$ cat config.mk
export PLATFORM = sky130hd
export DESIGN_NAME = ils_led_sequencer
export DESIGN_NICKNAME = d
export VERILOG_FILES = /design/src/ils_pkg.sv /design/src/ils_led_sequencer.sv
export SDC_FILE = /design/constraint.sdc
export NUM_CORES = 1
export LEC_CHECK = 0
export ABC_AREA = 1
export BUFFER_PORTS_ARGS = -buffer_cell sky130_fd_sc_hd__buf_4
export CORE_ASPECT_RATIO = 0.7
export CORE_UTILIZATION = 48
export CTS_CLUSTER_SIZE = 20
export DETAILED_ROUTE_END_ITERATION = 16
export HOLD_SLACK_MARGIN = 0.12
export PLACE_DENSITY = 0.72
export SLEW_MARGIN = 0
export SYNTH_ARGS = -nofsm -noshare
export SYNTH_HDL_FRONTEND = slang
export SYNTH_SLANG_ARGS = --single-unit
$ cat constraint.sdc
create_clock -name pclk -period 2.45 [get_ports pclk]
set_input_delay 0.1225 -clock pclk [delete_from_list [all_inputs] [get_ports pclk]]
set_output_delay 0.1225 -clock pclk [all_outputs]
set_load 0.005 [all_outputs]
$ cat src/ils_pkg.sv
package ils_pkg;

  // ----------------------------------------------------------------
  // Register map (byte addresses)
  // ----------------------------------------------------------------
  localparam logic [11:0] ADDR_CTRL     = 12'h000;
  localparam logic [11:0] ADDR_CHAN_CFG = 12'h004;
  localparam logic [11:0] ADDR_CHAN_IN  = 12'h008;
  localparam logic [11:0] ADDR_CHAN_LOW = 12'h00C;
  localparam logic [11:0] ADDR_STATUS   = 12'h010;
  localparam logic [11:0] ADDR_INT_STAT = 12'h014;
  localparam logic [11:0] ADDR_INT_EN   = 12'h018;
  localparam logic [11:0] ADDR_INT_CLR  = 12'h01C;
  localparam logic [11:0] ADDR_FAULTS   = 12'h020;

  // ----------------------------------------------------------------
  // Control field positions
  // ----------------------------------------------------------------
  localparam int CTRL_CONFIGURED = 0;
  localparam int CTRL_DISABLE    = 1;
  localparam int CTRL_WDOG_FAIL  = 2;

  // ----------------------------------------------------------------
  // Interrupt status field positions
  // ----------------------------------------------------------------
  localparam int IRQ_PWRUP_DONE  = 0;
  localparam int IRQ_SUPV_FAULT  = 1;
  localparam int IRQ_DRV_FAULT   = 2;
  localparam int IRQ_WIDTH       = 3;

  // ----------------------------------------------------------------
  // Reset values
  // ----------------------------------------------------------------
  localparam logic [2:0] CTRL_RESET = 3'h0;
  localparam logic [7:0] BYTE_RESET = 8'h00;

  // ----------------------------------------------------------------
  // Timing
  // ----------------------------------------------------------------
  localparam longint CLK_HZ         = 20000000;
  localparam longint STEP_MS        = 100;
  localparam longint FLASH_HALF_MS  = 500;
  localparam longint ADDR_SHOW_MS   = 2000;
  localparam longint BLINK_MS       = 250;
  localparam int     STEP_CYC       = int'(CLK_HZ * STEP_MS / 1000);
  localparam int     FLASH_HALF_CYC = int'(CLK_HZ * FLASH_HALF_MS / 1000);
  localparam int     ADDR_SHOW_CYC  = int'(CLK_HZ * ADDR_SHOW_MS / 1000);
  localparam int     BLINK_CYC      = int'(CLK_HZ * BLINK_MS / 1000);

  typedef enum logic [3:0] {
    ILS_ST_PWR_IND,
    ILS_ST_RED_ON,
    ILS_ST_RED_OFF,
    ILS_ST_YEL_ON,
    ILS_ST_YEL_OFF,
    ILS_ST_ADDR,
    ILS_ST_RUN
  } ils_state_e;

endpackage

$ cat src/ils_led_sequencer.sv
// Added by the designer: the placing of the registers and register access over APB.
`timescale 1ns/10ps
// Operation
// - After reset the power lamp and device fault lamp light together first.
// - The red channel lamps then turn on one by one from channel 1 to 8.
// - With channel 8 lit, the red lamps turn off one by one from channel 1 to 8.
// - The yellow channel lamps then get the same on sweep and off sweep.
// - Next the red lamps show the address switches, switch n on channel n.
// - The address pattern stays up for two seconds.
// - When the address display ends, the device fault lamp goes off.
// - Unconfigured, all yellow channel lamps flash together at one rate.
// - A supervised channel with a fault lights its yellow lamp and fault flag.
// - A failed positive or negative driver test lights yellow and sets the flag.
// - The green power lamp is dark in reset, lights on the first clock after reset and then stays lit.
// - The device fault lamp holds steady while disabled or after a watchdog failure.
// - The device fault lamp blinks exactly once during power-up.
// - In normal running a red lamp follows its closed input or active output.
// - Yellow blinks for low power or bad configuration, and is steady for a fault.
module ils_led_sequencer #(
  parameter int ADDR_SHOW_CYCLES  = ils_pkg::ADDR_SHOW_CYC,
  parameter int STEP_CYCLES       = ils_pkg::STEP_CYC,
  parameter int FLASH_HALF_CYCLES = ils_pkg::FLASH_HALF_CYC,
  parameter int BLINK_CYCLES      = ils_pkg::BLINK_CYC
) (
  input  wire logic        pclk,            // System clock
  input  wire logic        presetn,         // Async reset, low
  input  wire logic        psel,            // APB select
  input  wire logic        penable,         // APB enable
  input  wire logic        pwrite,          // APB direction
  input  wire logic [11:0] paddr,           // APB address
  input  wire logic [31:0] pwdata,          // APB write data
  output logic      [31:0] prdata,          // APB read data
  output logic             pready,          // APB ready
  output logic             pslverr,         // APB error
  input  wire logic [7:0]  addr_sw,         // Address switches, async
  input  wire logic [7:0]  supv_fault,      // Supervision faults, async
  input  wire logic [7:0]  drv_pos_fail,    // Positive driver test fail, async
  input  wire logic [7:0]  drv_neg_fail,    // Negative driver test fail, async
  output logic      [7:0]  led_red,         // Channel active lamps
  output logic      [7:0]  led_yel,         // Channel fault lamps
  output logic             led_pwr,         // Green power lamp
  output logic             led_dev_fault,   // Yellow device lamp
  output logic      [7:0]  chan_fault,      // Channel fault flags
  output logic             irq              // Level interrupt
);
  import ils_pkg::*;

  // ----------------------------------------------------------------
  // Input synchronisers
  // ----------------------------------------------------------------
  logic [31:0] sync1_ff;
  logic [31:0] sync2_ff;

  always_ff @(posedge pclk or negedge presetn) begin
    if (!presetn) begin
      sync1_ff <= 32'h0000_0000;
      sync2_ff <= 32'h0000_0000;
    end else begin
      // Packed: negative, positive, supervision, switches
      sync1_ff <= {drv_neg_fail, drv_pos_fail, supv_fault, addr_sw};
      sync2_ff <= sync1_ff;
    end
  end

  logic [7:0] sw_s;
  logic [7:0] supv_s;
  logic [7:0] dpos_s;
  logic [7:0] dneg_s;
  assign sw_s   = sync2_ff[7:0];
  assign supv_s = sync2_ff[15:8];
  assign dpos_s = sync2_ff[23:16];
  assign dneg_s = sync2_ff[31:24];

  // ----------------------------------------------------------------
  // Registers
  // ----------------------------------------------------------------
  logic [2:0]           ctrl_ff;
  logic [7:0]           cfg_ff;
  logic [7:0]           in_ff;
  logic [7:0]           low_ff;
  logic [IRQ_WIDTH-1:0] int_stat_ff;
  logic [IRQ_WIDTH-1:0] int_en_ff;

  logic wr_en;
  assign wr_en = psel && penable && pwrite;

  function automatic logic addr_known(input logic [11:0] a);
    case (a)
      ADDR_CTRL, ADDR_CHAN_CFG, ADDR_CHAN_IN, ADDR_CHAN_LOW, ADDR_STATUS,
      ADDR_INT_STAT, ADDR_INT_EN, ADDR_INT_CLR, ADDR_FAULTS: begin
        addr_known = 1'b1;
      end
      default: begin
        addr_known = 1'b0;
      end
    endcase
  endfunction

  always_ff @(posedge pclk or negedge presetn) begin
    if (!presetn) begin
      ctrl_ff   <= CTRL_RESET;
      cfg_ff    <= BYTE_RESET;
      in_ff     <= BYTE_RESET;
      low_ff    <= BYTE_RESET;
      int_en_ff <= '0;
    end else if (wr_en) begin
      case (paddr)
        ADDR_CTRL:     ctrl_ff   <= pwdata[2:0];
        ADDR_CHAN_CFG: cfg_ff    <= pwdata[7:0];
        ADDR_CHAN_IN:  in_ff     <= pwdata[7:0];
        ADDR_CHAN_LOW: low_ff    <= pwdata[7:0];
        ADDR_INT_EN:   int_en_ff <= pwdata[IRQ_WIDTH-1:0];
        default: ;
      endcase
    end
  end

  // ----------------------------------------------------------------
  // Timers
  // ----------------------------------------------------------------
  ils_state_e state_ff;
  logic [31:0] tmr_ff;
  logic [2:0]  chan_ff;
  logic [31:0] flash_ff;
  logic        flash_ph_ff;

  logic        flash_tick;
  logic        tmr_done;
  logic [31:0] tmr_limit;

  function automatic logic is_running(input ils_state_e st);
    is_running = (st == ILS_ST_RUN);
  endfunction

  function automatic logic sweep_last(input logic [2:0] ch);
    sweep_last = (ch == 3'h7);
  endfunction

  always_comb begin
    case (state_ff)
      ILS_ST_PWR_IND: tmr_limit = 32'(2 * BLINK_CYCLES - 1);
      ILS_ST_ADDR:    tmr_limit = 32'(ADDR_SHOW_CYCLES - 1);
      default:        tmr_limit = 32'(STEP_CYCLES - 1);
    endcase
  end

  assign tmr_done   = (tmr_ff >= tmr_limit);
  assign flash_tick = (flash_ff >= 32'(FLASH_HALF_CYCLES - 1));

  always_ff @(posedge pclk or negedge presetn) begin
    if (!presetn) begin
      flash_ff    <= 32'h0000_0000;
      flash_ph_ff <= 1'b0;
    end else if (flash_tick) begin
      flash_ff    <= 32'h0000_0000;
      flash_ph_ff <= !flash_ph_ff;
    end else begin
      flash_ff <= flash_ff + 32'h0000_0001;
    end
  end

  // ----------------------------------------------------------------
  // Power-up sequencer
  // ----------------------------------------------------------------
  always_ff @(posedge pclk or negedge presetn) begin
    if (!presetn) begin
      state_ff <= ILS_ST_PWR_IND;
      tmr_ff   <= 32'h0000_0000;
      chan_ff  <= 3'h0;
    end else if (!is_running(state_ff)) begin
      if (!tmr_done) begin
        tmr_ff <= tmr_ff + 32'h0000_0001;
      end else begin
        tmr_ff  <= 32'h0000_0000;
        chan_ff <= chan_ff + 3'h1;
        case (state_ff)
          ILS_ST_PWR_IND: begin
            chan_ff  <= 3'h0;
            state_ff <= ILS_ST_RED_ON;
          end
          ILS_ST_RED_ON: begin
            if (sweep_last(chan_ff)) begin
              state_ff <= ILS_ST_RED_OFF;
            end
          end
          ILS_ST_RED_OFF: begin
            if (sweep_last(chan_ff)) begin
              state_ff <= ILS_ST_YEL_ON;
            end
          end
          ILS_ST_YEL_ON: begin
            if (sweep_last(chan_ff)) begin
              state_ff <= ILS_ST_YEL_OFF;
            end
          end
          ILS_ST_YEL_OFF: begin
            if (sweep_last(chan_ff)) begin
              state_ff <= ILS_ST_ADDR;
            end
          end
          ILS_ST_ADDR: begin
            state_ff <= ILS_ST_RUN;
          end
          default:        state_ff <= ILS_ST_RUN;
        endcase
      end
    end
  end

  // ----------------------------------------------------------------
  // Lamp and flag generation
  // ----------------------------------------------------------------
  logic [7:0] sweep_mask;
  logic [7:0] supv_now;
  logic [7:0] drv_now;
  logic [7:0] fault_now;
  logic [7:0] nxt_red;
  logic [7:0] nxt_yel;
  logic       nxt_dev;

  // Lamps 0..chan_ff inclusive
  assign sweep_mask = 8'((9'h002 << chan_ff) - 9'h001);
  assign supv_now   = supv_s & cfg_ff;
  assign drv_now    = dpos_s | dneg_s;
  assign fault_now  = supv_now | drv_now;

  always_comb begin
    nxt_red = 8'h00;
    nxt_yel = 8'h00;
    nxt_dev = 1'b0;
    case (state_ff)
      // Both lamps lit, device lamp blinks once
      ILS_ST_PWR_IND: nxt_dev = (tmr_ff < 32'(BLINK_CYCLES));
      ILS_ST_RED_ON: begin
        nxt_dev = 1'b1;
        nxt_red = sweep_mask;
      end
      ILS_ST_RED_OFF: begin
        nxt_dev = 1'b1;
        nxt_red = ~sweep_mask;
      end
      ILS_ST_YEL_ON: begin
        nxt_dev = 1'b1;
        nxt_yel = sweep_mask;
      end
      ILS_ST_YEL_OFF: begin
        nxt_dev = 1'b1;
        nxt_yel = ~sweep_mask;
      end
      ILS_ST_ADDR: begin
        nxt_dev = 1'b1;
        nxt_red = sw_s;
      end
      ILS_ST_RUN: begin
        nxt_dev = ctrl_ff[CTRL_DISABLE] || ctrl_ff[CTRL_WDOG_FAIL];
        nxt_red = in_ff;
        if (!ctrl_ff[CTRL_CONFIGURED]) begin
          nxt_yel = {8{flash_ph_ff}};
        end else begin
          // Steady fault, blink for low power
          nxt_yel = fault_now | (low_ff & {8{flash_ph_ff}});
        end
      end
      default: ;
    endcase
  end

  logic run_entry;
  assign run_entry = (state_ff == ILS_ST_ADDR) && tmr_done;

  always_ff @(posedge pclk or negedge presetn) begin
    if (!presetn) begin
      led_red       <= 8'h00;
      led_yel       <= 8'h00;
      led_dev_fault <= 1'b0;
      led_pwr       <= 1'b0;
      chan_fault    <= 8'h00;
    end else begin
      // Lamps lag the state by one cycle
      led_red       <= nxt_red;
      led_yel       <= nxt_yel;
      led_dev_fault <= nxt_dev;
      led_pwr       <= 1'b1;
      chan_fault    <= is_running(state_ff) ? fault_now : 8'h00;
    end
  end

  // ----------------------------------------------------------------
  // Interrupts
  // ----------------------------------------------------------------
  logic [IRQ_WIDTH-1:0] irq_set;
  logic [IRQ_WIDTH-1:0] irq_clr;
  logic                 clr_hit;
  logic [7:0]           supv_prev_ff;
  logic [7:0]           drv_prev_ff;

  // Separate histories for supervision faults and for positive and negative driver fails combined
  always_ff @(posedge pclk or negedge presetn) begin
    if (!presetn) begin
      supv_prev_ff <= 8'h00;
      drv_prev_ff  <= 8'h00;
    end else begin
      supv_prev_ff <= supv_now;
      drv_prev_ff  <= drv_now;
    end
  end

  always_comb begin
    irq_set                 = '0;
    irq_set[IRQ_PWRUP_DONE] = run_entry;
    irq_set[IRQ_SUPV_FAULT] = |(supv_now & ~supv_prev_ff) && is_running(state_ff);
    irq_set[IRQ_DRV_FAULT]  = |(drv_now & ~drv_prev_ff) && is_running(state_ff);
  end

  assign clr_hit = wr_en && (paddr == ADDR_INT_CLR);
  assign irq_clr = clr_hit ? pwdata[IRQ_WIDTH-1:0] : '0;

  // Set wins over clear
  always_ff @(posedge pclk or negedge presetn) begin
    if (!presetn) begin
      int_stat_ff <= '0;
      irq         <= 1'b0;
    end else begin
      int_stat_ff <= (int_stat_ff & ~irq_clr) | irq_set;
      irq         <= |(((int_stat_ff & ~irq_clr) | irq_set) & int_en_ff);
    end
  end

  // ----------------------------------------------------------------
  // APB read path
  // ----------------------------------------------------------------
  logic [31:0] status_word;

  // Bit 8 running, bits 7:4 state, bit 0 device lamp
  assign status_word = {23'h00_0000, is_running(state_ff), state_ff, 3'h0, led_dev_fault};

  always_ff @(posedge pclk or negedge presetn) begin
    if (!presetn) begin
      prdata  <= 32'h0000_0000;
      pready  <= 1'b0;
      pslverr <= 1'b0;
    end else begin
      pready  <= psel && !penable;
      pslverr <= psel && !penable && !addr_known(paddr);
      prdata  <= 32'h0000_0000;
      if (psel && !penable && !pwrite) begin
        case (paddr)
          ADDR_CTRL:     prdata <= {29'h0, ctrl_ff};
          ADDR_CHAN_CFG: prdata <= {24'h0, cfg_ff};
          ADDR_CHAN_IN:  prdata <= {24'h0, in_ff};
          ADDR_CHAN_LOW: prdata <= {24'h0, low_ff};
          ADDR_STATUS:   prdata <= status_word;
          ADDR_INT_STAT: prdata <= {29'h0, int_stat_ff};
          ADDR_INT_EN:   prdata <= {29'h0, int_en_ff};
          ADDR_FAULTS:   prdata <= {24'h0, chan_fault};
          default:       prdata <= 32'h0000_0000;
        endcase
      end
    end
  end

endmodule

# After elaboration in Yosys (flattened, before gate mapping)
# Index checks and enable logic that the tools add are counted.
dict set report totals {
  out_inout_bits 61
  reg_bits 246
  wordCells 112
  inputBits 81
}
dict set report classes {
  n_shift 1
  n_lt_le_gt_ge 3
  n_eq_ne 19
  n_addsub 4
  n_bitwise 15
  n_reduce_logical 28
  mux 18
}
# cell count
set op_table {}
lappend op_table {{$pmux W9 S8} 1}
lappend op_table {{$add A32 B1 Y32 const B} 2}
lappend op_table {{$mux W32} 2}
lappend op_table {{$pmux W26 S2} 1}
lappend op_table {{$eq A12 B5 Y1 const B} 4}
lappend op_table {{$and A8 B8 Y8} 4}
lappend op_table {{$ge A32 B24 Y1 const B} 1}
lappend op_table {{$ge A32 B32 Y1} 1}
lappend op_table {{$lt A32 B23 Y1 const B} 1}
lappend op_table {{$pmux W8 S4} 1}
lappend op_table {{$eq A12 B4 Y1 const B} 2}
lappend op_table {{$not A8 Y8} 3}
lappend op_table {{$or A8 B8 Y8} 3}
lappend op_table {{$pmux W8 S3} 1}
lappend op_table {{$pmux W4 S5} 1}
lappend op_table {{$mux W4} 4}
lappend op_table {{$mux W8} 2}
lappend op_table {{$reduce_or A8 Y1} 2}
lappend op_table {{$eq A12 B3 Y1 const B} 1}
lappend op_table {{$eq A12 B6 Y1 const B} 1}
lappend op_table {{$eq A4 B3 Y1 const B} 3}
lappend op_table {{$logic_not A12 Y1} 1}
lappend op_table {{$reduce_and A2 Y1} 6}
lappend op_table {{$logic_and A1 B1 Y1} 9}
lappend op_table {{22 further kinds} 31}

# Longest topological paths before layout
# Gate-level depths: netlist of run 1.
dict set report depth {
  depth_word 9
  depth_mapped 19
  ltp_nobuf 17
}

# Least setup slack after synthesis of run 1
# OpenSTA, ideal clock, no wires.
dict set report synth_path {
  kind {flip-flop to flip-flop}
  start {register state_ff[0]}
  end {register tmr_ff[7]}
  path_stages_with_launch 19
  arrival_ps 2338
  t_required_ps 2328
  setup_ps 122
  path_buffers 2
  slack_ps -10
  path_cell_list {dfrtp_1 buf_4 nor2_1 inv_1 nor2_1 inv_1 ha_1 nand2_1 nor2_1 nand3_1 nor2_1 nand3b_1 nor2_1 nand2_1 nand2_2 nand2_4 inv_2 buf_6 nor2_2}
}
dict set report synth_between {
  elab_chain_len 4
  elab_cells_between_ends 6
  cone_classes {order compare: 1; eq/ne: 2; mux: 2; reduce/logical: 1}
}
# element line
set synth_rtl {}
lappend synth_rtl {{start: declaration} ils_led_sequencer.sv:121} ;# ils_state_e state_ff;
lappend synth_rtl {{start signal: assignment} ils_led_sequencer.sv:167} ;# state_ff <= ILS_ST_PWR_IND;
lappend synth_rtl {{start signal: assignment} ils_led_sequencer.sv:179} ;# state_ff <= ILS_ST_RED_ON;
lappend synth_rtl {{start signal: assignment} ils_led_sequencer.sv:183} ;# state_ff <= ILS_ST_RED_OFF;
lappend synth_rtl {{$eq A4 B3 Y1 / $logic_not A4 Y1 (equally long branches)} ils_led_sequencer.sv:140} ;# case (state_ff)
lappend synth_rtl {{$pmux W26 S2} ils_led_sequencer.sv:140}
lappend synth_rtl {{$ge A32 B32 Y1} ils_led_sequencer.sv:147} ;# assign tmr_done = (tmr_ff >= tmr_limit);
lappend synth_rtl {{$mux W32} ils_led_sequencer.sv:171} ;# if (!tmr_done) begin
lappend synth_rtl {{end signal: assignment} ils_led_sequencer.sv:172} ;# tmr_ff <= tmr_ff + 32'h0000_0001;
lappend synth_rtl {{end: declaration} ils_led_sequencer.sv:122} ;# logic [31:0] tmr_ff;
# Several ways; a longest one is shown, not always the timed one.
# A chain may end at the register's enable or synchronous reset.

# Worst setup path in the final report of run 1
dict set report layout_path {
  start {register state_ff[1]}
  end {register chan_ff[0]}
}
dict set report layout_between {
  elab_chain_len 4
  elab_cells_between_ends 8
  cone_classes {order compare: 1; eq/ne: 2; mux: 2; bitwise: 1; reduce/logical: 2}
}
# element line
set layout_rtl {}
lappend layout_rtl {{$eq A4 B3 Y1 / $logic_not A4 Y1 (equally long branches)} {ils_led_sequencer.sv:140, ils_led_sequencer.sv:176}}
lappend layout_rtl {{$pmux W26 S2} ils_led_sequencer.sv:140}
lappend layout_rtl {{$ge A32 B32 Y1} ils_led_sequencer.sv:147}
lappend layout_rtl {{$reduce_and A2 Y1 (no source line)} --}
lappend layout_rtl {{end signal: assignment} ils_led_sequencer.sv:175} ;# chan_ff <= chan_ff + 3'h1;
lappend layout_rtl {{end: declaration} ils_led_sequencer.sv:123} ;# logic [2:0] chan_ff;
# Several ways; a longest one is shown, not always the timed one.

==> reports/qor.yml, run 1 <==
multi_input_area_um2: 3880
fin_total_pwr_mw: 7.45
vias: 8214
path_clk_slew_ns: 0.06
worst_slack_ns: -0.00692
hold_viol: 0
status: "finished, violations left"
postRouteAntennaNets: 0
wl_um: 25100
hpwl_um: 17500
clkLatencyLatePin_ns: 0.52
grt_max_degree: 78
io_buffers: 94
grt_usage_pct: 23.5
max_freq_mhz: 407
fin_crit_sh_pct: 100
dp_cells: 1510
die_area_um2: 21400
arrival_ns: 2.86
setup_viol: 3
power_density_nw_per_um2: 588
die_width_um: 175
worst-path-max-fanout: 4
violations: "negative setup slack"
final_common_cell: "nand2_1"
first_iter_violations: 785
cp.depth: 17
tightest_slew_ns: 0.604
fin_crit_ns: 2.46
start_util_pct: 49.8
reg2reg_from: "state_ff[1]"
yosysTopAreaCell: "dfrtp_1"
io-pin-count: 142
syn_area_um2: 10000
clock_tree.root_cell: "clkbuf_16"
crit_type: "reg2reg"
yosysWarnings: 0
crit_slowest_cell: "dfrtp_1"
fillers: 1664
grt_overflow_total: 0
place.gp.congestion: 0.928
irDropWorstVdd_v: 0.000690
yosysSeqAreaShare_pct: 55.5
wl_per_cell_um: 15.6
num-nets-final: 1424
cts_buffer_depth: 3
cp_cell_sequence: "nor2_2 -> inv_2 -> nor2_4 -> inv_4 -> ha_4 -> nand2_2 -> nor2_4 -> nand3_1 -> nor2_1 -> nand3b_1 -> nor2_2 -> nand2_4 -> nand2_4 -> nand2_8 -> clkbuf_16 -> nand2_1 -> o21ai_0"
core_um2: 20100
n_antenna_cell: 0
postSynthAreaPerCell_um2: 8.87
path_buf_inv: 3
regArea_um2: 5560
layout-area-overhead-vs-synth_pct: 26.4
route.detailed.drc: 0
rsz0062_at_grt: "true"
clock_skew_ns: 0.0181
synthTopCellsByArea: "dfrtp_1, nand2_1, inv_1, nor2_1, o21ai_0"
grt_pass1_wl_um: 39600
synth_edf_count: 0
final_cell_mix: "nand2_1, dfrtp_1, inv_1"
maxCapViolCount: 0
rr_endpoint: "chan_ff[0]"
grt_pass1_vias: 7681
whs_endpoint: "pslverr"
clock_sinks: 222
cp_top_family: "simple AND/OR/NAND/NOR gates"
worstHoldPathType: "in2reg"
synth_seq_cells: 222
die_h_um: 123
async_flop_share_pct: 100
ff2ff_path_depth: 17
slew_headroom_pct: 59.7
cts_tree: "yes"
cts_made_buffers: 22
reg2reg_slack_ns: -0.007
yosys.cell_types.count: 50
p_leak_nw: 6.08
drt-pass1-iter-count: 5
syn_inst: 1129
worstPathRequired_ns: 2.85
rows: 43
endpoint_kind: "flop"
htree_levels: 1
synth_top_area_share_pct: 55.5
viasPerCell: 5.11
layoutNonFillerInstCount: 1607
slowest_delay_ns: 0.40
drv_slew: 0
whs_ns: 0.159
synth-main-ff-cell: "dfrtp_1"
drive_above_1_share_pct: 17.5
antenna_found_initial: 0
min_from: "paddr[6]"
cp-startpoint: "state_ff[1]"
worstHoldPathCells: 5
cp-start-kind: "flop"
[power by group]
group          internal (mW)  switching, mW
Sequential              3.74         0.0278
Combinational          0.135          0.168
Clock                   1.93           1.44
[layout make-up]
class	count	share of cell area [%]
Inverter	150	4.59
Multi-Input combinational cell	747	30.6
Clock buffer	26	4.63
Timing Repair Buffer	179	12.5
Sequential cell	222	43.9
Tap cell	270	2.67
Clock inverter	13	1.09
[metal layers]
metal,vias up,track usage (%),wire length (um)
met5,-,0,0
met4,0,4.24,367
met3,23,4.65,2290
met2,328,33.7,10600
met1,3899,36.9,11900
li1,3964,-,-
[worst register-to-register path: cells and delay by family, from the launching register on]
| family | cells | cell delay, ns |
|---|---|---|
| AO/OA/AOI/OAI | 1 | 0.08 |
| adder cells (fa/ha/maj) | 1 | 0.27 |
| buffers and inverters | 3 | 0.31 |
| flip-flops | 1 | 0.40 |
| AND/OR/NAND/NOR | 12 | 1.29 |
[timing repair]
action	4_1_cts	5_1_grt
gates cloned	0	5
gates resized for setup	2	49
pin swaps	0	19
hold endpoints to repair	240	0
hold buffers	46	0
setup endpoints to repair	15	34
buffers inserted	0	7
[state kept, by name, summed over array words and instances (netlist names), 3 cells and up]
register,count
cfg_ff,8
chan_fault,8
chan_ff,3
ctrl_ff,3
drv_prev_ff,8
flash_ff,32
in_ff,8
int_en_ff,3
int_stat_ff,3
led_red,8
led_yel,8
low_ff,8
prdata,9
state_ff,3
supv_prev_ff,8
sync1_ff,32
sync2_ff,32
tmr_ff,32
[cell families after synthesis]
family	Yosys count	share of synthesized area, %
simple gates	540	23.4
flops	222	55.5
buf+inv	190	8.37
compound gates	125	7.49
xor+xnor	29	2.54
fa+ha+maj	21	2.62
other cells	2	0.0750
[synth_stat cells, types with 2 or more instances]
cell / number
nand2_1: 269
dfrtp_1: 222
inv_1: 145
nor2_1: 123
o21ai_0: 55
nand3_1: 39
nor3_1: 35
nand4_1: 32
buf_4: 25
a21oi_1: 24
ha_1: 21
xor2_1: 21
nor2_2: 14
xnor2_1: 8
buf_2: 7
o2111ai_1: 7
or2_2: 7
a211oi_1: 6
nor4_1: 6
clkbuf_1: 5
o211ai_1: 5
o221ai_1: 5
a31oi_1: 4
inv_2: 4
o22ai_1: 4
buf_6: 3
nand2_2: 3
a21oi_2: 2
a22o_1: 2
and3_1: 2
conb_1: 2
nor3b_1: 2
o21ai_1: 2
o21bai_1: 2
[how the worst max path moves through the flow]
stage | slack, ns | endpoint
2_1_floorplan | 0.04 | tmr_ff[7]
3_3_place_gp | 0.08 | state_ff[1]
3_5_place_dp | -0.02 | state_ff[1]
4_1_cts | 0.02 | tmr_ff[13]
5_1_grt | -0.14 | state_ff[1]
6_report | -0.007 | chan_ff[0]
[stage by stage]
step | util [%] | instance area, um2 | TNS, ns | setup WS, ns
final | 62.9 | 12700 | -0.00883 | -0.00692
after floorplan | - | 10100 | 0 | 0.0437
after CTS | 61.3 | 12300 | 0 | 0.0186
after global routing | 62.9 | 12700 | -3.53 | -0.137
after global placement | 55.4 | 11100 | 0 | 0.0768
after detailed placement | 55.4 | 11100 | -0.0416 | -0.0198
Note: power is estimated with default switching activity, not from simulation.
==> run 2, diff against run 1 <==
--- a/config.mk
+++ b/config.mk
@@ -12,7 +12,5 @@
 export CTS_CLUSTER_SIZE = 20
 export DETAILED_ROUTE_END_ITERATION = 16
-export HOLD_SLACK_MARGIN = 0.12
 export PLACE_DENSITY = 0.72
-export SLEW_MARGIN = 0
 export SYNTH_ARGS = -nofsm -noshare
 export SYNTH_HDL_FRONTEND = slang
==> constraint.sdc (replaced) <==
create_clock -name pclk -period 2.45 [get_ports pclk]
set_input_delay 0.245 -clock pclk [delete_from_list [all_inputs] [get_ports pclk]]
set_output_delay 0.245 -clock pclk [all_outputs]
set_load 0.005 [all_outputs]
==> reports/qor.yml, run 2 (synthesis results as in run 1) <==
status: "finished clean"
slowest_delay_ns: 0.42  # +0.02 ns
clock_sinks: 222  # unchanged
n_antenna_cell: 0  # unchanged
worst-path-max-fanout: 6  # +2
grt_usage_pct: 23.3  # -0.14 points
tightest_slew_ns: 0.563  # -0.0418 ns
arrival_ns: 2.80  # -0.06 ns
viasPerCell: 5.13  # +0.36%
fin_crit_sh_pct: 97.8  # -2.5 points
rows: 43  # unchanged
drt-pass1-iter-count: 5  # unchanged
io-pin-count: 142  # unchanged
irDropWorstVdd_v: 0.000524  # -24%
cts_made_buffers: 22  # unchanged
grt_pass1_vias: 7665  # -0.21%
final_common_cell: "nand2_1"
start_util_pct: 49.8  # unchanged
worstPathRequired_ns: 2.86  # about the same
fin_total_pwr_mw: 7.66  # +2.9%
hold_viol: 0  # unchanged
wl_per_cell_um: 15.3  # -1.9%
cp-start-kind: "flop"
worstHoldPathType: "in2reg"
setup_viol: 0  # -3
first_iter_violations: 749  # -4.6%
p_leak_nw: 6.00  # -1.5%
die_width_um: 175  # unchanged
rr_endpoint: "tmr_ff[19]"
htree_levels: 1  # unchanged
die_area_um2: 21400  # unchanged
post-place-ws_ns: 0.0372  # +0.0569 ns
core_um2: 20100  # unchanged
endpoint_kind: "flop"
clock_tree.root_cell: "clkbuf_16"
postRouteAntennaNets: 0  # unchanged
power_density_nw_per_um2: 613  # +4.2%
cts_tree: "yes"
slew_headroom_pct: 62.4  # +2.6 points
cts_buffer_depth: 3  # unchanged
rsz0062_at_grt: "true"
grt_pass1_wl_um: 39300  # -0.73%
grt_overflow_total: 0  # unchanged
grt_max_degree: 72  # -7.7%
crit_slowest_cell: "dfrtp_1"
io_buffers: 94  # unchanged
max_freq_mhz: 418  # +2.6%
num-nets-final: 1414  # -0.70%
final_cell_mix: "nand2_1, dfrtp_1, inv_1"
drive_above_1_share_pct: 17.2  # -0.32 points
min_from: "pwrite"
vias: 8192  # -0.27%
place.gp.congestion: 0.925  # -0.34%
clock_skew_ns: 0.0114  # -0.00671 ns
cp_cell_sequence: "nor2_2 -> inv_2 -> nor2_4 -> inv_2 -> ha_4 -> nand2_4 -> nor2_4 -> nand3_2 -> nor2_1 -> nand3b_1 -> nor2_1 -> nand2_1 -> nand2_2 -> buf_8 -> buf_6 -> nor2_1 -> nand2_1 -> nand2_1"
maxCapViolCount: 0  # unchanged
wl_um: 24500  # -2.5%
reg2reg_slack_ns: 0.05  # +0.06 ns
worst_slack_ns: 0.0549  # +0.0618 ns
reg2reg_from: "state_ff[1]"
path_clk_slew_ns: 0.07  # about the same
drv_slew: 0  # unchanged
fin_crit_ns: 2.40  # -0.0618 ns
worstHoldPathCells: 4  # -1
whs_endpoint: "prdata[1]"
crit_type: "reg2reg"
ff2ff_path_depth: 18  # +1
clkLatencyLatePin_ns: 0.52  # about the same
die_h_um: 123  # unchanged
route.detailed.drc: 0  # unchanged
hpwl_um: 17600  # +0.54%
layout-area-overhead-vs-synth_pct: 24.9
antenna_found_initial: 1  # +1
## run 2: cell count changes in the layout (fill, tap and decap cells not counted), sizes merged
cell,previous run,this run
dlygate4sd3,46,35
bufinv,2,4
buf,130,134
clkinv,8,6
clkinvlp,3,6
clkbuf,29,23
## run 2: worst max-delay path, delay by kind of cell (launching register included)
family / cells / cell delay, ns
buf+inv: 4 / 0.39
simple gates: 13 / 1.20
flops: 1 / 0.42
fa+ha+maj: 1 / 0.28
## run 2: final cells by class
cell class | instances | area, um2
fillers | 1684 | 7620
flip-flops and latches | 222 | 5560
multi-input cells | 747 | 3820
repair buffers | 169 | 1440
inverters | 150 | 566
clock buffers | 23 | 564
well taps | 270 | 338
clock inverters | 16 | 218
## run 2: report_power, final
group | total, mW | internal (mW) | switching, mW
logic | 0.292 | 0.127 | 0.165
clock network | 3.60 | 2.12 | 1.48
registers | 3.76 | 3.74 | 0.0277
## run 2: metrics by stage
stage          std cells  utilization [%]  cell area [um2]  hold slack [ns]  setup TNS (ns)
4_1_cts             1590             61.3            12300          0.00817               0
3_3_place_gp        1516             55.7            11200            0.256               0
6_report            1597             62.1            12500           0.0259               0
5_1_grt             1597             62.1            12500           0.0344          -0.449
3_5_place_dp        1516             55.7            11200            0.261               0
2_1_floorplan       1159                -            10100          -0.0506               0
## run 2: routing by layer
layer	track usage [%]	up-vias	routed length, um
li1	-	3939	-
met1	36.1	3909	11800
met2	33.9	308	10300
met3	4.68	34	2000
met4	4.73	2	431
met5	0	-	13
## run 2: timing repair
item,CTS,global route
hold endpoints to repair,99,0
gates resized for setup,1,29
pin swaps,0,20
hold buffers,35,0
buffers inserted,0,7
setup endpoints to repair,2,34
## run 2: worst max path at each step
| stage | start | to | slack [ns] |
|---|---|---|---|
| floorplan | state_ff[0] | tmr_ff[7] | 0.04 |
| CTS | state_ff[1] | state_ff[1] | 0.003 |
| finish | state_ff[1] | tmr_ff[19] | 0.05 |
| global placement | state_ff[1] | irq | 0.11 |
| global route | state_ff[1] | tmr_ff[25] | -0.07 |
| detailed placement | state_ff[1] | state_ff[1] | 0.04 |
==> run 3, diff against run 2 <==
CELL_PAD_IN_SITES_DETAIL_PLACEMENT = 0   (was default)
CELL_PAD_IN_SITES_GLOBAL_PLACEMENT = 2   (was default)
CORE_UTILIZATION = 32   (was 48)
PLACE_DENSITY = 0.78   (was 0.72)
==> reports/qor.yml, run 3 (synthesis results as in run 1) <==
fin_crit_sh_pct: 94.9  # -2.8 points
clkLatencyLatePin_ns: 0.54  # +0.02 ns
final_common_cell: "nand2_1"
tightest_slew_ns: 0.672  # +0.109 ns
vias: 7888  # -3.7%
die_area_um2: 32000  # +49%
maxCapViolCount: 0  # unchanged
cp-startpoint: "state_ff[1]"
layout-area-overhead-vs-synth_pct: 28.8
grt_usage_pct: 17.2  # -6.1 points
final_cell_mix: "nand2_1, dfrtp_1, inv_1"
start_util_pct: 33.0  # -17 points
irDropWorstVdd_v: 0.000440  # -16%
cp_top_family: "simple AND/OR/NAND/NOR gates"
crit_slowest_cell: "dfrtp_1"
grt_max_degree: 66  # -8.3%
setup_viol: 0  # unchanged
wl_um: 27000  # +10%
worstPathRequired_ns: 2.86  # about the same
first_iter_violations: 448  # -40%
power_density_nw_per_um2: 624  # +1.9%
route.detailed.drc: 0  # unchanged
grt_pass1_wl_um: 42200  # +7.3%
wl_per_cell_um: 15.4  # +0.49%
ff2ff_path_depth: 17  # -1
reg2reg_slack_ns: 0.12  # +0.07 ns
worst-path-max-fanout: 5  # -1
num-nets-final: 1421  # +0.50%
reg2reg_from: "state_ff[1]"
grt_overflow_total: 0  # unchanged
postRouteAntennaNets: 0  # unchanged
rsz0062_at_grt: "true"
rr_endpoint: "state_ff[1]"
worst_slack_ns: 0.124  # +0.0695 ns
hpwl_um: 20000  # +14%
clock_skew_ns: 0.0208  # +0.00939 ns
clock_tree.root_cell: "clkbuf_16"
path_buf_inv: 4  # unchanged
die_h_um: 150  # +22%
placed_area_um2: 11400  # +2.1%
cp.depth: 17  # -1
worstHoldPathType: "in2reg"
htree_levels: 1  # unchanged
slew_headroom_pct: 54.9  # -7.5 points
fin_area_um2: 12900  # +3.1%
status: "finished clean"
drv_slew: 0  # unchanged
io-pin-count: 142  # unchanged
core_um2: 30400  # +51%
worstHoldPathCells: 3  # -1
cts_tree: "yes"
rows: 53  # +23%
path_clk_slew_ns: 0.06  # about the same
io_buffers: 94  # unchanged
viasPerCell: 4.51  # -12%
place.gp.congestion: 0.819  # -11%
hold_viol: 0  # unchanged
antenna_found_initial: 1  # unchanged
cp-start-kind: "flop"
slowest_delay_ns: 0.38  # -0.04 ns
die_width_um: 213  # +22%
cts_buffer_depth: 3  # unchanged
crit_type: "reg2reg"
fillers: 3041  # +81%
arrival_ns: 2.74  # -0.06 ns
p_leak_nw: 6.11  # +1.9%
max_freq_mhz: 430  # +3.0%
drive_above_1_share_pct: 18.4  # +1.2 points
fin_setup_tns_ns: 0  # unchanged
endpoint_kind: "flop"
post-place-ws_ns: -0.00142  # -0.0386 ns
clock_sinks: 222  # unchanged
cts_made_buffers: 24  # +9.1%
drt-pass1-iter-count: 5  # unchanged
fin_crit_ns: 2.33  # -0.0695 ns
grt_pass1_vias: 7567  # -1.3%
crit_end: "state_ff[1]"
cp_cell_sequence: "nor2_2 -> inv_2 -> nor2_4 -> buf_6 -> ha_4 -> nand2_2 -> nand2_2 -> nand2_2 -> nand2_1 -> o21ai_1 -> nand2_1 -> a21oi_2 -> nand2_4 -> buf_6 -> buf_6 -> nand4_1 -> nand2_1"
[run 3: cell types whose count changed in the layout (fill, tap and decap cells not counted), moves of 3 or more]
cell | previous run | this run
nand2_1 | 265 | 260
nand2_2 | 6 | 10
o21ai_1 | 2 | 5
clkbuf_8 | 1 | 4
o21ai_0 | 55 | 52
[run 3: worst min path at each step]
| stage | from | endpoint | slack (ns) |
|---|---|---|---|
| 2_1_floorplan | presetn | cfg_ff[0] | -0.05 |
| 3_3_place_gp | presetn | ctrl_ff[0] | 0.25 |
| 3_5_place_dp | presetn | ctrl_ff[0] | 0.25 |
| 4_1_cts | pwdata[5] | low_ff[5] | 0.02 |
| 5_1_grt | pwdata[5] | in_ff[5] | 0.04 |
| 6_report | pwdata[4] | cfg_ff[4] | 0.03 |
[run 3: report_power, final]
group          internal [mW]  switching [mW]  total [mW]
registers               3.74          0.0278        3.77
clock network           2.46            1.54        3.99
logic                  0.124           0.165       0.289
total                   6.32            1.73        8.05
[run 3: repair_timing]
action | CTS | global route
endpoints found under the setup margin | 4 | 34
buffers inserted | 0 | 6
hold endpoints to repair | 94 | 0
pin swaps | 0 | 13
hold buffers | 36 | 0
resized for setup | 3 | 45
[run 3: layout make-up]
class                   count  area (um2)  area share (%)
multi-input cells         747        3860            29.9
repair buffers            174        1510            11.7
well taps                 412         515            4.00
clock inverters            14         218            1.69
flip-flops and latches    222        5560            43.1
clock buffers              30         663            5.14
diodes                      1        2.50          0.0194
inverters                 150         574            4.46
[run 3: metal layers]
metal	GRT usage [%]	vias up	share of wire [%]
met1	28.3	3741	54
met4	3.36	0	1.4
met5	0	-	0
li1	-	3962	-
met3	3.27	26	5.3
met2	22.7	159	39
[run 3: worst register-to-register path, cell delays in order (launching register included)]
cell,delay [ns]
dfrtp_1,0.38
nor2_2,0.15
inv_2,0.07
nor2_4,0.16
buf_6,0.13
ha_4,0.19
nand2_2,0.07
nand2_2,0.06
nand2_2,0.06
nand2_1,0.05
o21ai_1,0.15
nand2_1,0.08
a21oi_2,0.22
nand2_4,0.10
buf_6,0.15
buf_6,0.11
nand4_1,0.06
nand2_1,0.05
[run 3: per-stage QoR]
step | power (mW) | hold slack (ns) | std cells | utilization, %
floorplan | 3.91 | -0.0506 | 1159 | -
global placement | 4.08 | 0.252 | 1663 | 37.7
detailed placement | 4.08 | 0.252 | 1663 | 37.7
CTS | 8.16 | 0.0189 | 1743 | 41.8
global route | 8.34 | 0.0371 | 1749 | 42.4
finish | 8.05 | 0.0266 | 1750 | 42.4
